### config.mk
export PLATFORM = sky130hd
export DESIGN_NAME = tmw_timer8
export DESIGN_NICKNAME = d
export VERILOG_FILES = /design/src/include/tmw_pkg.sv /design/src/hdl/tmw_timer8.sv
export SDC_FILE = /design/constraint.sdc
export NUM_CORES = 1
export LEC_CHECK = 0
export BUFFER_PORTS_ARGS = -buffer_cell sky130_fd_sc_hd__buf_2
export CORE_MARGIN = 2
export CORE_UTILIZATION = 50
export DETAILED_ROUTE_END_ITERATION = 8
export GPL_TIMING_DRIVEN = 0
export PLACE_DENSITY = 0.75
export SETUP_SLACK_MARGIN = 0.4
export SKIP_LAST_GASP = 1
export SLEW_MARGIN = 5
export SYNTH_ARGS = -nofsm -noshare
export SYNTH_HDL_FRONTEND = slang
export SYNTH_SLANG_ARGS = --single-unit
### constraint.sdc
create_clock -name aclk -period 2.4 [get_ports aclk]
set_clock_uncertainty 0.15 [all_clocks]
set_input_delay 0.24 -clock aclk [delete_from_list [all_inputs] [get_ports aclk]]
set_output_delay 0.24 -clock aclk [all_outputs]
set_load 0.05 [all_outputs]
### src/include/tmw_pkg.sv
package tmw_pkg;

  // Register byte offsets
  localparam logic [4:0] OFS_CTRL   = 5'h00;
  localparam logic [4:0] OFS_COUNT  = 5'h04;
  localparam logic [4:0] OFS_CMPA   = 5'h08;
  localparam logic [4:0] OFS_CMPB   = 5'h0C;
  localparam logic [4:0] OFS_FLAGS  = 5'h10;
  localparam logic [4:0] OFS_PRESC  = 5'h14;
  localparam logic [4:0] OFS_FORCE  = 5'h18;
  localparam logic [4:0] OFS_STATUS = 5'h1C;

  // Control register fields
  localparam int CTRL_ACT_A_LSB = 0;
  localparam int CTRL_ACT_B_LSB = 2;
  localparam int CTRL_MODE_LSB  = 4;
  localparam int CTRL_RUN_BIT   = 7;

  // Flag register fields
  localparam int FLAG_OVF_BIT  = 0;
  localparam int FLAG_CMPA_BIT = 1;
  localparam int FLAG_CMPB_BIT = 2;

  // Force register fields
  localparam int FORCE_A_BIT = 0;
  localparam int FORCE_B_BIT = 1;

  // Waveform mode codes
  localparam logic [2:0] MODE_NORMAL = 3'h0;
  localparam logic [2:0] MODE_CTC    = 3'h2;
  localparam logic [2:0] MODE_FPWM   = 3'h3;
  localparam logic [2:0] MODE_FPWM_A = 3'h7;

  // Output action codes
  localparam logic [1:0] ACT_NONE   = 2'h0;
  localparam logic [1:0] ACT_TOGGLE = 2'h1;
  localparam logic [1:0] ACT_CLEAR  = 2'h2;
  localparam logic [1:0] ACT_SET    = 2'h3;

  // Counter extremes, reset value and bus response codes
  localparam logic [7:0] CNT_BOTTOM  = 8'h00;
  localparam logic [7:0] CNT_MAX     = 8'hFF;
  localparam logic [7:0] RST_BYTE    = 8'h00;
  localparam logic [1:0] RESP_OKAY   = 2'h0;
  localparam logic [1:0] RESP_SLVERR = 2'h2;

endpackage

### src/hdl/tmw_timer8.sv
`timescale 1ns/1ps
module tmw_timer8
  import tmw_pkg::*;
(
  // Clock and reset
  input  wire logic        aclk,
  input  wire logic        aresetn,
  // AXI4-Lite write address and data
  input  wire logic [4:0]  s_axi_awaddr,
  input  wire logic        s_axi_awvalid,
  output logic             s_axi_awready,
  input  wire logic [31:0] s_axi_wdata,
  input  wire logic [3:0]  s_axi_wstrb,
  input  wire logic        s_axi_wvalid,
  output logic             s_axi_wready,
  // AXI4-Lite write response
  output logic [1:0]       s_axi_bresp,
  output logic             s_axi_bvalid,
  input  wire logic        s_axi_bready,
  // AXI4-Lite read
  input  wire logic [4:0]  s_axi_araddr,
  input  wire logic        s_axi_arvalid,
  output logic             s_axi_arready,
  output logic [31:0]      s_axi_rdata,
  output logic [1:0]       s_axi_rresp,
  output logic             s_axi_rvalid,
  input  wire logic        s_axi_rready,
  // General port bits behind the two compare pins
  input  wire logic        port_a_value,
  input  wire logic        port_a_dir,
  input  wire logic        port_b_value,
  input  wire logic        port_b_dir,
  // Compare pins
  output logic             compare_a_output,
  output logic             compare_a_output_oe,
  output logic             compare_b_output,
  output logic             compare_b_output_oe
);

  logic [1:0]  act_a_q, act_b_q;
  logic [2:0]  mode_q;
  logic [7:0]  presc_q, div_q, counter_value_q, top;
  logic [7:0]  cmpa_buf_q, cmpb_buf_q, compare_a_value_q, compare_b_value_q;
  logic        run_q, tick, block_q, state_a_q, state_b_q;
  logic        overflow_flag_q, compare_a_flag_q, compare_b_flag_q;
  logic [4:0]  awaddr_q;
  logic [31:0] wdata_q, rd_data;
  logic [3:0]  wstrb_q;
  logic        we, wr_lane0, wr_ok, rd_ok;
  logic        wr_ctrl, wr_count, wr_cmpa, wr_cmpb, wr_flags, wr_presc, wr_force;
  logic        fast_pwm, non_pwm, at_top, match_a, match_b, force_a, force_b, ovf_set;

  // Write channel: address and data are taken in either order
  assign we = !s_axi_awready && !s_axi_wready && !s_axi_bvalid;

  always_ff @(posedge aclk) begin
    if (!aresetn) begin
      s_axi_awready <= 1'b1;
      s_axi_wready  <= 1'b1;
      awaddr_q      <= 5'h00;
      wdata_q       <= 32'h0000_0000;
      wstrb_q       <= 4'h0;
    end else begin
      if (s_axi_awvalid && s_axi_awready) begin
        s_axi_awready <= 1'b0;
        awaddr_q      <= s_axi_awaddr;
      end else if (we) begin
        s_axi_awready <= 1'b1;
      end
      if (s_axi_wvalid && s_axi_wready) begin
        s_axi_wready <= 1'b0;
        wdata_q      <= s_axi_wdata;
        wstrb_q      <= s_axi_wstrb;
      end else if (we) begin
        s_axi_wready <= 1'b1;
      end
    end
  end

  assign wr_lane0 = we && wstrb_q[0];
  assign wr_ctrl  = wr_lane0 && awaddr_q == OFS_CTRL;
  assign wr_count = wr_lane0 && awaddr_q == OFS_COUNT;
  assign wr_cmpa  = wr_lane0 && awaddr_q == OFS_CMPA;
  assign wr_cmpb  = wr_lane0 && awaddr_q == OFS_CMPB;
  assign wr_flags = wr_lane0 && awaddr_q == OFS_FLAGS;
  assign wr_presc = wr_lane0 && awaddr_q == OFS_PRESC;
  assign wr_force = wr_lane0 && awaddr_q == OFS_FORCE;
  assign wr_ok    = awaddr_q[1:0] == 2'h0 && awaddr_q <= OFS_STATUS;

  always_ff @(posedge aclk) begin
    if (!aresetn) begin
      s_axi_bvalid <= 1'b0;
      s_axi_bresp  <= RESP_OKAY;
    end else if (we) begin
      s_axi_bvalid <= 1'b1;
      s_axi_bresp  <= wr_ok ? RESP_OKAY : RESP_SLVERR;
    end else if (s_axi_bready) begin
      s_axi_bvalid <= 1'b0;
    end
  end

  // Read channel: one cycle from address to data
  always_comb begin
    rd_data = 32'h0000_0000;
    rd_ok   = 1'b1;
    case (s_axi_araddr)
      OFS_CTRL:   rd_data[7:0] = {run_q, mode_q, act_b_q, act_a_q};
      OFS_COUNT:  rd_data[7:0] = counter_value_q;
      OFS_CMPA:   rd_data[7:0] = cmpa_buf_q;
      OFS_CMPB:   rd_data[7:0] = cmpb_buf_q;
      OFS_FLAGS:  rd_data[2:0] = {compare_b_flag_q, compare_a_flag_q, overflow_flag_q};
      OFS_PRESC:  rd_data[7:0] = presc_q;
      OFS_FORCE:  rd_data      = 32'h0000_0000;
      OFS_STATUS: rd_data[1:0] = {state_b_q, state_a_q};
      default:    rd_ok        = 1'b0;
    endcase
  end

  always_ff @(posedge aclk) begin
    if (!aresetn) begin
      s_axi_arready <= 1'b1;
      s_axi_rvalid  <= 1'b0;
      s_axi_rdata   <= 32'h0000_0000;
      s_axi_rresp   <= RESP_OKAY;
    end else if (s_axi_arvalid && s_axi_arready) begin
      s_axi_arready <= 1'b0;
      s_axi_rvalid  <= 1'b1;
      s_axi_rdata   <= rd_data;
      s_axi_rresp   <= rd_ok ? RESP_OKAY : RESP_SLVERR;
    end else if (s_axi_rready) begin
      s_axi_arready <= 1'b1;
      s_axi_rvalid  <= 1'b0;
    end
  end

  // Control and prescaler settings
  always_ff @(posedge aclk) begin
    if (!aresetn) begin
      act_a_q <= ACT_NONE;
      act_b_q <= ACT_NONE;
      mode_q  <= MODE_NORMAL;
      run_q   <= 1'b0;
      presc_q <= RST_BYTE;
    end else begin
      if (wr_ctrl) begin
        act_a_q <= wdata_q[CTRL_ACT_A_LSB +: 2];
        act_b_q <= wdata_q[CTRL_ACT_B_LSB +: 2];
        mode_q  <= wdata_q[CTRL_MODE_LSB +: 3];
        run_q   <= wdata_q[CTRL_RUN_BIT];
      end
      if (wr_presc) presc_q <= wdata_q[7:0];
    end
  end

  // Tick every presc_q+1 clocks while running
  always_ff @(posedge aclk) begin
    if (!aresetn || !run_q || tick) begin
      div_q <= RST_BYTE;
    end else begin
      div_q <= div_q + 8'h01;
    end
  end

  assign tick     = run_q && div_q == presc_q;
  assign fast_pwm = mode_q == MODE_FPWM || mode_q == MODE_FPWM_A;
  assign non_pwm  = mode_q == MODE_NORMAL || mode_q == MODE_CTC;
  assign top      = mode_q == MODE_FPWM_A ? compare_a_value_q : CNT_MAX;
  assign at_top   = fast_pwm && counter_value_q == top;
  assign match_a  = tick && !block_q && counter_value_q == compare_a_value_q;
  assign match_b  = tick && !block_q && counter_value_q == compare_b_value_q;
  assign force_a  = wr_force && wdata_q[FORCE_A_BIT] && non_pwm;
  assign force_b  = wr_force && wdata_q[FORCE_B_BIT] && non_pwm;

  // Counter: software write overrides counting; sequence from mode and compare A
  always_ff @(posedge aclk) begin
    if (!aresetn) begin
      counter_value_q <= CNT_BOTTOM;
    end else if (wr_count) begin
      counter_value_q <= wdata_q[7:0];
    end else if (tick) begin
      if (mode_q == MODE_CTC && counter_value_q == compare_a_value_q) begin
        counter_value_q <= CNT_BOTTOM;
      end else if (at_top) begin
        counter_value_q <= CNT_BOTTOM;
      end else begin
        counter_value_q <= counter_value_q + 8'h01;
      end
    end
  end

  // Blocks matches on the first tick after a counter write, even stopped
  always_ff @(posedge aclk) begin
    if (!aresetn) begin
      block_q <= 1'b0;
    end else if (wr_count) begin
      block_q <= 1'b1;
    end else if (tick) begin
      block_q <= 1'b0;
    end
  end

  // Compare values: direct outside PWM, reloaded at restart in fast PWM
  always_ff @(posedge aclk) begin
    if (!aresetn) begin
      cmpa_buf_q        <= RST_BYTE;
      cmpb_buf_q        <= RST_BYTE;
      compare_a_value_q <= RST_BYTE;
      compare_b_value_q <= RST_BYTE;
    end else begin
      if (wr_cmpa) cmpa_buf_q <= wdata_q[7:0];
      if (wr_cmpb) cmpb_buf_q <= wdata_q[7:0];
      if (!fast_pwm) begin
        compare_a_value_q <= wr_cmpa ? wdata_q[7:0] : cmpa_buf_q;
        compare_b_value_q <= wr_cmpb ? wdata_q[7:0] : cmpb_buf_q;
      end else if (tick && at_top) begin
        compare_a_value_q <= cmpa_buf_q;
        compare_b_value_q <= cmpb_buf_q;
      end
    end
  end

  // Overflow: at FF in non-PWM, at top in fast PWM; set beats clear
  assign ovf_set = tick && (fast_pwm ? at_top : counter_value_q == CNT_MAX);

  always_ff @(posedge aclk) begin
    if (!aresetn) begin
      overflow_flag_q  <= 1'b0;
      compare_a_flag_q <= 1'b0;
      compare_b_flag_q <= 1'b0;
    end else begin
      if (ovf_set) begin
        overflow_flag_q <= 1'b1;
      end else if (wr_flags && wdata_q[FLAG_OVF_BIT]) begin
        overflow_flag_q <= 1'b0;
      end
      if (match_a) begin
        compare_a_flag_q <= 1'b1;
      end else if (wr_flags && wdata_q[FLAG_CMPA_BIT]) begin
        compare_a_flag_q <= 1'b0;
      end
      if (match_b) begin
        compare_b_flag_q <= 1'b1;
      end else if (wr_flags && wdata_q[FLAG_CMPB_BIT]) begin
        compare_b_flag_q <= 1'b0;
      end
    end
  end

  // Next compare output state; action field read live, never buffered
  function automatic logic next_state(input logic       cur,
                                      input logic [1:0] act,
                                      input logic       hit,
                                      input logic       restart,
                                      input logic       tog_ok);
    logic r;
    r = cur;
    if (non_pwm) begin
      if (hit) begin
        case (act)
          ACT_TOGGLE: r = !cur;
          ACT_CLEAR:  r = 1'b0;
          ACT_SET:    r = 1'b1;
          default:    r = cur;
        endcase
      end
    end else if (fast_pwm) begin
      if (act == ACT_TOGGLE && tog_ok && hit) begin
        r = !cur;
      end
      // Restart applied after match so top wins when compare equals top
      if (act == ACT_CLEAR) begin
        if (hit) r = 1'b0;
        if (restart) r = 1'b1;
      end else if (act == ACT_SET) begin
        if (hit) r = 1'b1;
        if (restart) r = 1'b0;
      end
    end
    return r;
  endfunction

  // Mode changes leave these untouched
  always_ff @(posedge aclk) begin
    if (!aresetn) begin
      state_a_q <= 1'b0;
      state_b_q <= 1'b0;
    end else begin
      state_a_q <= next_state(state_a_q, act_a_q, match_a || force_a,
                              tick && at_top, mode_q[2]);
      state_b_q <= next_state(state_b_q, act_b_q, match_b || force_b,
                              tick && at_top, 1'b0);
    end
  end

  // Pin override; direction stays with the port bit
  always_ff @(posedge aclk) begin
    if (!aresetn) begin
      compare_a_output    <= 1'b0;
      compare_a_output_oe <= 1'b0;
      compare_b_output    <= 1'b0;
      compare_b_output_oe <= 1'b0;
    end else begin
      compare_a_output    <= act_a_q != ACT_NONE ? state_a_q : port_a_value;
      compare_a_output_oe <= port_a_dir;
      compare_b_output    <= act_b_q != ACT_NONE ? state_b_q : port_b_value;
      compare_b_output_oe <= port_b_dir;
    end
  end

  a_reset_state: assert property (@(posedge aclk) !aresetn |=> !state_a_q && !state_b_q)
    else $error("compare state not cleared by reset");
  a_pin_override: assert property (@(posedge aclk) disable iff (!aresetn)
    act_a_q != ACT_NONE |=> compare_a_output == $past(state_a_q))
    else $error("pin A not showing compare state");
  a_normal_wrap: assert property (@(posedge aclk) disable iff (!aresetn)
    tick && mode_q == MODE_NORMAL && !wr_count |=> counter_value_q == $past(counter_value_q) + 8'h01)
    else $error("normal mode did not increment");
  a_overflow_ff: assert property (@(posedge aclk) disable iff (!aresetn)
    tick && non_pwm && counter_value_q == CNT_MAX && !wr_count
    |=> overflow_flag_q && counter_value_q == CNT_BOTTOM)
    else $error("overflow flag missing at wrap");
  a_ctc_clear: assert property (@(posedge aclk) disable iff (!aresetn)
    tick && mode_q == MODE_CTC && counter_value_q == compare_a_value_q && !wr_count
    |=> counter_value_q == CNT_BOTTOM)
    else $error("clear-on-match did not clear counter");
  a_match_flag: assert property (@(posedge aclk) disable iff (!aresetn)
    match_a |=> compare_a_flag_q)
    else $error("compare A flag not set on match");
  a_block_match: assert property (@(posedge aclk) disable iff (!aresetn)
    tick && block_q && !wr_flags |=> $stable({compare_a_flag_q, compare_b_flag_q}))
    else $error("match not blocked after counter write");
  a_force_toggle: assert property (@(posedge aclk) disable iff (!aresetn)
    force_a && act_a_q == ACT_TOGGLE |=> state_a_q != $past(state_a_q))
    else $error("force strobe did not toggle A");
  a_pwm_restart: assert property (@(posedge aclk) disable iff (!aresetn)
    tick && at_top && act_a_q == ACT_CLEAR |=> state_a_q ##1 compare_a_output || !act_a_q[1])
    else $error("non-inverting PWM not set at restart");

endmodule

======== Word-level counts from Yosys, hierarchy flattened ========
Index checks and enable logic that the tools add are counted.
storage, ports and cells
  flip-flop bits (word level) ............. 105
  input bits .............................. 57
  output and inout bits ................... 45
  word-level logic and storage cells ...... 191
operators by class
  add/subtract/negate cells ............... 2
  magnitude comparators ................... 1
  equality and inequality tests ........... 33
  mux-type cells .......................... 58
  reduce and logical (&&, ||, !) cells .... 65
operators with widths
  kind                 count
  $mux 8               11
  $mux 1               40
  $eq 5x5->1 const B   7
  $eq 8x8->1           4
  $logic_and 1x1->1    31
  $pmux 5 s5           1
  $reduce_bool 2->1    11
  $eq 5x4->1 const B   4
  $add 8x1->8 const B  2
  $pmux 2 s7           1
  $eq 5x3->1 const B   2
  $logic_not 5->1      2
  $eq 2x2->1 const B   4
  $eq 8x8->1 const B   1
  $logic_not 1->1      8
  $reduce_or 8->1      1
  $eq 3x2->1 const B   2
  $logic_or 1x1->1     6
  $ne 2x1->1 const B   3
  $ne 3x3->1 const B   2
  $pmux 1 s3           2
  $pmux 1 s6           1
  $reduce_and 6->1     1
  $reduce_bool 3->1    2
  8 further kinds      10

======== Depth between registers and ports, before layout ========
  depth after elaboration ................. 16
  mapped depth ............................ 9
  depth with buffers taken out ............ 7

======== Least setup slack after synthesis ========
OpenSTA, ideal clock, no wires.
  path kind ............................... register to register
  start point ............................. register s_axi_awready
  end point ............................... register compare_b_value_q[0]
  setup time .............................. 133 ps
  data arrival time ....................... 2,286 ps
  data required time ...................... 2,117 ps
  setup slack ............................. -169 ps
  stages on the path, launching flop included .. 9
  buffers on the path ..................... 2
  period minus slack after synthesis ...... 2,569 ps
  cell sequence ........................... dfxtp_1 clkbuf_1 nor3_1 nand4b_1 clkbuf_1 nor2_2 nand2_1 o221ai_1 a21oi_1
between the ends
  cells in the longest elaborated chain, start to end .. 7
RTL lines
  item                             RTL line           source
  from (decl)                      tmw_timer8.sv:11   output logic s_axi_awready,
  from (signal assigned)           tmw_timer8.sv:58   s_axi_awready <= 1'b1;
  from (signal assigned)           tmw_timer8.sv:65   s_axi_awready <= 1'b0;
  from (signal assigned)           tmw_timer8.sv:68   s_axi_awready <= 1'b1;
  $logic_not 1->1                  tmw_timer8.sv:54   assign we = !s_axi_awready && !s_axi_wready && !s_axi_bvalid;
  $logic_and 1x1->1 (2 in series)  tmw_timer8.sv:54
  $logic_and 1x1->1                tmw_timer8.sv:80   assign wr_lane0 = we && wstrb_q[0];
  $logic_and 1x1->1                tmw_timer8.sv:84   assign wr_cmpb = wr_lane0 && awaddr_q == OFS_CMPB;
  $mux 8                           -
  $mux 8                           tmw_timer8.sv:212  if (!fast_pwm) begin
  to (signal assigned)             tmw_timer8.sv:214  compare_b_value_q <= wr_cmpb ? wdata_q[7:0] : cmpb_buf_q;
  to (signal assigned)             tmw_timer8.sv:217  compare_b_value_q <= cmpb_buf_q;
  to (decl)                        tmw_timer8.sv:43   logic [7:0] cmpa_buf_q, cmpb_buf_q, compare_a_value_q, compare_b_value_q;
No other way between the ends.
A chain may end at the register's enable or synchronous reset.

======== Final worst setup path ========
  start point ............................. register counter_value_q[7]
  end point ............................... register state_a_q
between the ends
  cells in the longest elaborated chain, start to end .. 11
  elaborated cells between the ends (all ways) .. 18
  those cells by class .................... eq/ne (3); mux (9); reduce/logical (6)
RTL lines
  item                    RTL line           source
  from (decl)             tmw_timer8.sv:42   logic [7:0] presc_q, div_q, counter_value_q, top;
  from (signal assigned)  tmw_timer8.sv:179  counter_value_q <= wdata_q[7:0];
  from (signal assigned)  tmw_timer8.sv:186  counter_value_q <= counter_value_q + 8'h01;
  $eq 8x8->1              tmw_timer8.sv:169  assign match_a = tick && !block_q && counter_value_q == compare_a_value_q;
  $logic_and 1x1->1       tmw_timer8.sv:169
  $logic_or 1x1->1        tmw_timer8.sv:288  state_a_q <= next_state(state_a_q, act_a_q, match_a || force_a,
  $logic_and 1x1->1       tmw_timer8.sv:267  if (act == ACT_TOGGLE && tog_ok && hit) begin
  $mux 1                  tmw_timer8.sv:267
  $mux 1                  tmw_timer8.sv:275  if (hit) r = 1'b1;
  $mux 1                  tmw_timer8.sv:276  if (restart) r = 1'b0;
  $mux 1                  tmw_timer8.sv:274  end else if (act == ACT_SET) begin
  $mux 1                  tmw_timer8.sv:271  if (act == ACT_CLEAR) begin
  $mux 1                  tmw_timer8.sv:266  end else if (fast_pwm) begin
  $mux 1                  tmw_timer8.sv:257  if (non_pwm) begin
  to (signal assigned)    tmw_timer8.sv:288
  to (decl)               tmw_timer8.sv:44   logic run_q, tick, block_q, state_a_q, state_b_q;
Several ways; a longest one is shown, not always the timed one. The select of a mux whose other input is x is not followed.

==> flow_metrics.env <==
export IMPL_drv_cap=0
export IMPL_instances_no_fill=930
export IMPL_status="finished with violations"
export IMPL_port_buffers=46
export IMPL_worst_slew_pin_slew_ps=899
export IMPL_area_growth_pct=37.8
export IMPL_dp_cells=846
export IMPL_via_count=5565
export IMPL_cp_max_fo=4
export IMPL_ff2ff_setup_slack_ps=-160
export IMPL_ys_seq_elements=103
export IMPL_yosysSeqAreaShare_pct=38.7
export IMPL_drc=0
export IMPL_die_area_um2=11500
export IMPL_synthMostInstantiatedCell="dfxtp_1"
export IMPL_nets=849
export IMPL_ant_nets=0
export IMPL_end_kind="flop"
export IMPL_syn_area_um2=5320
export IMPL_clock_sinks=103
export IMPL_start_util_pct=51.6
export IMPL_via_per_inst=5.98
export IMPL_core_um2=10300
export IMPL_clock_path_buffers=2
export IMPL_numCtsBuffers=9
export IMPL_pwr_density_cell_nw_per_um2=455
export IMPL_relSlewSlack_pct=40.1
export IMPL_row_count=37
export IMPL_slowest_stage="or3_4"
export IMPL_synth_top_area_share_pct=38.7
export IMPL_die_y_um=107
export IMPL_critical_path_class="reg2reg"
export IMPL_die_x_um=107
export IMPL_grt_util_all_layers_pct=28.8
export IMPL_clk_latency_ps=380
export IMPL_violations="negative setup slack"
export IMPL_htreeDepth=3
export IMPL_synth_flop_cell="dfxtp_1"
export IMPL_min_path_type="in2reg"
export IMPL_crit_family="compound AO/OA/AOI/OAI gates"
export IMPL_yosys_area_top_type="dfxtp_1"
export IMPL_final_util_pct=71.1
export IMPL_total_power_w=0.00334
export IMPL_setup_ws_ps=-163
export IMPL_rsz0062_at_grt="true"
export IMPL_grt_pass1_wl_um=25600
export IMPL_gp_congestion=0.935
export IMPL_drv_slew=0
export IMPL_clk_pin_slew_ps=100
export IMPL_drive_above_1_share_pct=32.9
export IMPL_fin_crit_ps=2560
export IMPL_synth_warnings=0
export IMPL_wl_per_cell_um=19.0
export IMPL_startpoint_type="flop"
export IMPL_cp_required_ps=2580
export IMPL_async_flop_share_pct=0
export IMPL_cp_buffers_inverters=4
export IMPL_cp_common_cell="buf_6"
export IMPL_pin_count=102
export IMPL_arrival_ps=2740
export IMPL_synth_edf_count=0
export IMPL_synth_commonest_cells="dfxtp_1, nand2_1, a21boi_0, nor2b_1, a21oi_1"
export IMPL_path_cells="buf_6 -> inv_6 -> a2111o_1 -> or3_4 -> buf_6 -> a211oi_4 -> buf_4 -> a2111oi_2 -> nor3_1 -> o311a_1"
export IMPL_slowest_delay_ps=450
export IMPL_irDropWorstVdd_v=0.000391
export IMPL_synth_area_leaders="dfxtp_1, a21boi_0, nand2_1"
export IMPL_timing_final_crit_share_pct=107
export IMPL_grt_max_degree=16
export IMPL_fill_cells=742
export IMPL_avgSynthCellArea_um2=8.33
export IMPL_diodes=0
export IMPL_wirelength_um=17700
export IMPL_drt_iter0_markers=638
export IMPL_place_hpwl_um=11000
export IMPL_grt_pass1_vias=5065
export IMPL_antenna_found_initial=0
export IMPL_cts_root_buf="clkbuf_8"
export IMPL_netlist_instances=639
export IMPL_finalHoldViolCount=0
export IMPL_p_leak_nw=2.78
export IMPL_fmax_mhz=390
export IMPL_synth_distinct_cells=61
export IMPL_first_pass_iters=5
export IMPL_setup_viol_count_final=14
export IMPL_overflow=0
export IMPL_cts_tree="yes"
==> report_power, final <==
group / leakage, nW / internal [W] / switching, W / total (W)
clock: 0.0985 / 0.000533 / 0.000606 / 0.00114
sequential: 0.849 / 0.00173 / 0.0000196 / 0.00175
combinational: 1.83 / 0.000150 / 0.000298 / 0.000448
total: 2.78 / 0.00241 / 0.000923 / 0.00334
==> metrics by stage <==
stage               TNS, ps  instance area (µm²)  setup slack [ps]  hold slack [ps]
finish                -1380                 7340              -163            0.995
floorplan                 0                 5540               111              217
global placement      -3190                 5940              -199              296
global route          -2620                 7340              -221             35.2
CTS                    -145                 6850             -43.9             4.66
detailed placement    -3900                 5940              -214              300
==> worst reg2reg max path: cells and delay by family, from the launching register on <==
kind / cells / cell delay [ps]
buf+inv: 4 / 460
simple gates: 2 / 650
flops: 1 / 350
compound gates: 4 / 900
==> layout by cell type (no fill, tap or decap), types with 15 or more instances in the layout <==
cell,synthesis,final
o21ai_0,30,23
a21boi_1,6,17
nor2b_1,32,30
nand3_1,30,27
clkbuf_1,30,25
conb_1,1,26
inv_1,24,24
dfxtp_1,103,75
a21boi_0,39,23
buf_2,2,46
dfxtp_2,0,23
buf_4,29,61
dlygate4sd3_1,0,18
mux2i_1,23,22
nand2_1,71,62
nor2_1,30,28
xnor2_1,17,15
a21oi_1,31,23
==> path summary, 6_finish.rpt <==
| path | start | end | cells after the start |
|---|---|---|---|
| setup / recovery | counter_value_q[7]$_SDFFE_PN0P_ | state_a_q$_SDFFE_PN0P_ | 10 |
| hold reg to reg | div_q[0]$_SDFF_PP0_ | div_q[0]$_SDFF_PP0_ | 1 |
| hold / removal | s_axi_wdata[2] | wdata_q[2]$_SDFFE_PN0P_ | 3 |
| setup reg to reg | counter_value_q[7]$_SDFFE_PN0P_ | state_a_q$_SDFFE_PN0P_ | 10 |
==> flip-flops by register name (all words and copies together), names as in the netlist, 2 cells and up <==
register	cells
compare_b_value_q	8
awaddr_q	5
act_a_q	2
div_q	8
compare_a_value_q	8
act_b_q	2
mode_q	3
cmpb_buf_q	8
presc_q	8
counter_value_q	8
s_axi_rdata	8
wdata_q	8
cmpa_buf_q	8
==> per-layer routing <==
metal / vias to the layer above / track usage, % / part of all wire [%]
met2: 396 / 47.5 / 47
met3: 95 / 4.38 / 9.3
li1: 2504 / - / -
met1: 2570 / 36.2 / 38
met4: 0 / 15.8 / 5.5
met5: - / 0 / 0
==> cells by family after synthesis <==
kind of cell               count (synthesis)  synth area share, %
and+or+nand+nor                          227                 21.3
AOI/OAI and AO/OA                        165                 21.4
DFF                                      103                 38.7
buffers and inverters                     92                 8.58
muxes                                     27                 5.80
xor gates and xnor gates                  22                 3.62
adders and majority gates                  2                0.470
other                                      1               0.0704
==> final cells by class <==
type                            instances  area [µm²]  area share, %
Buffer                                 66         445           6.07
Multi-Input combinational cell        469        3390           46.2
Sequential cell                       103        2110           28.8
Inverter                               26         103           1.40
Tap cell                              136         170           2.32
Clock inverter                          3        42.5          0.580
Clock buffer                           12         155           2.11
Timing Repair Buffer                  115         921           12.6
==> repair_timing <==
item	4_1_cts	5_1_grt
gates cloned	1	1
setup buffers	37	12
pin swaps	18	34
hold buffers	17	1
setup endpoints to repair	62	68
gates resized for setup	58	108
endpoints found under the hold margin	17	1
Note: power is estimated with default switching activity, not from simulation.
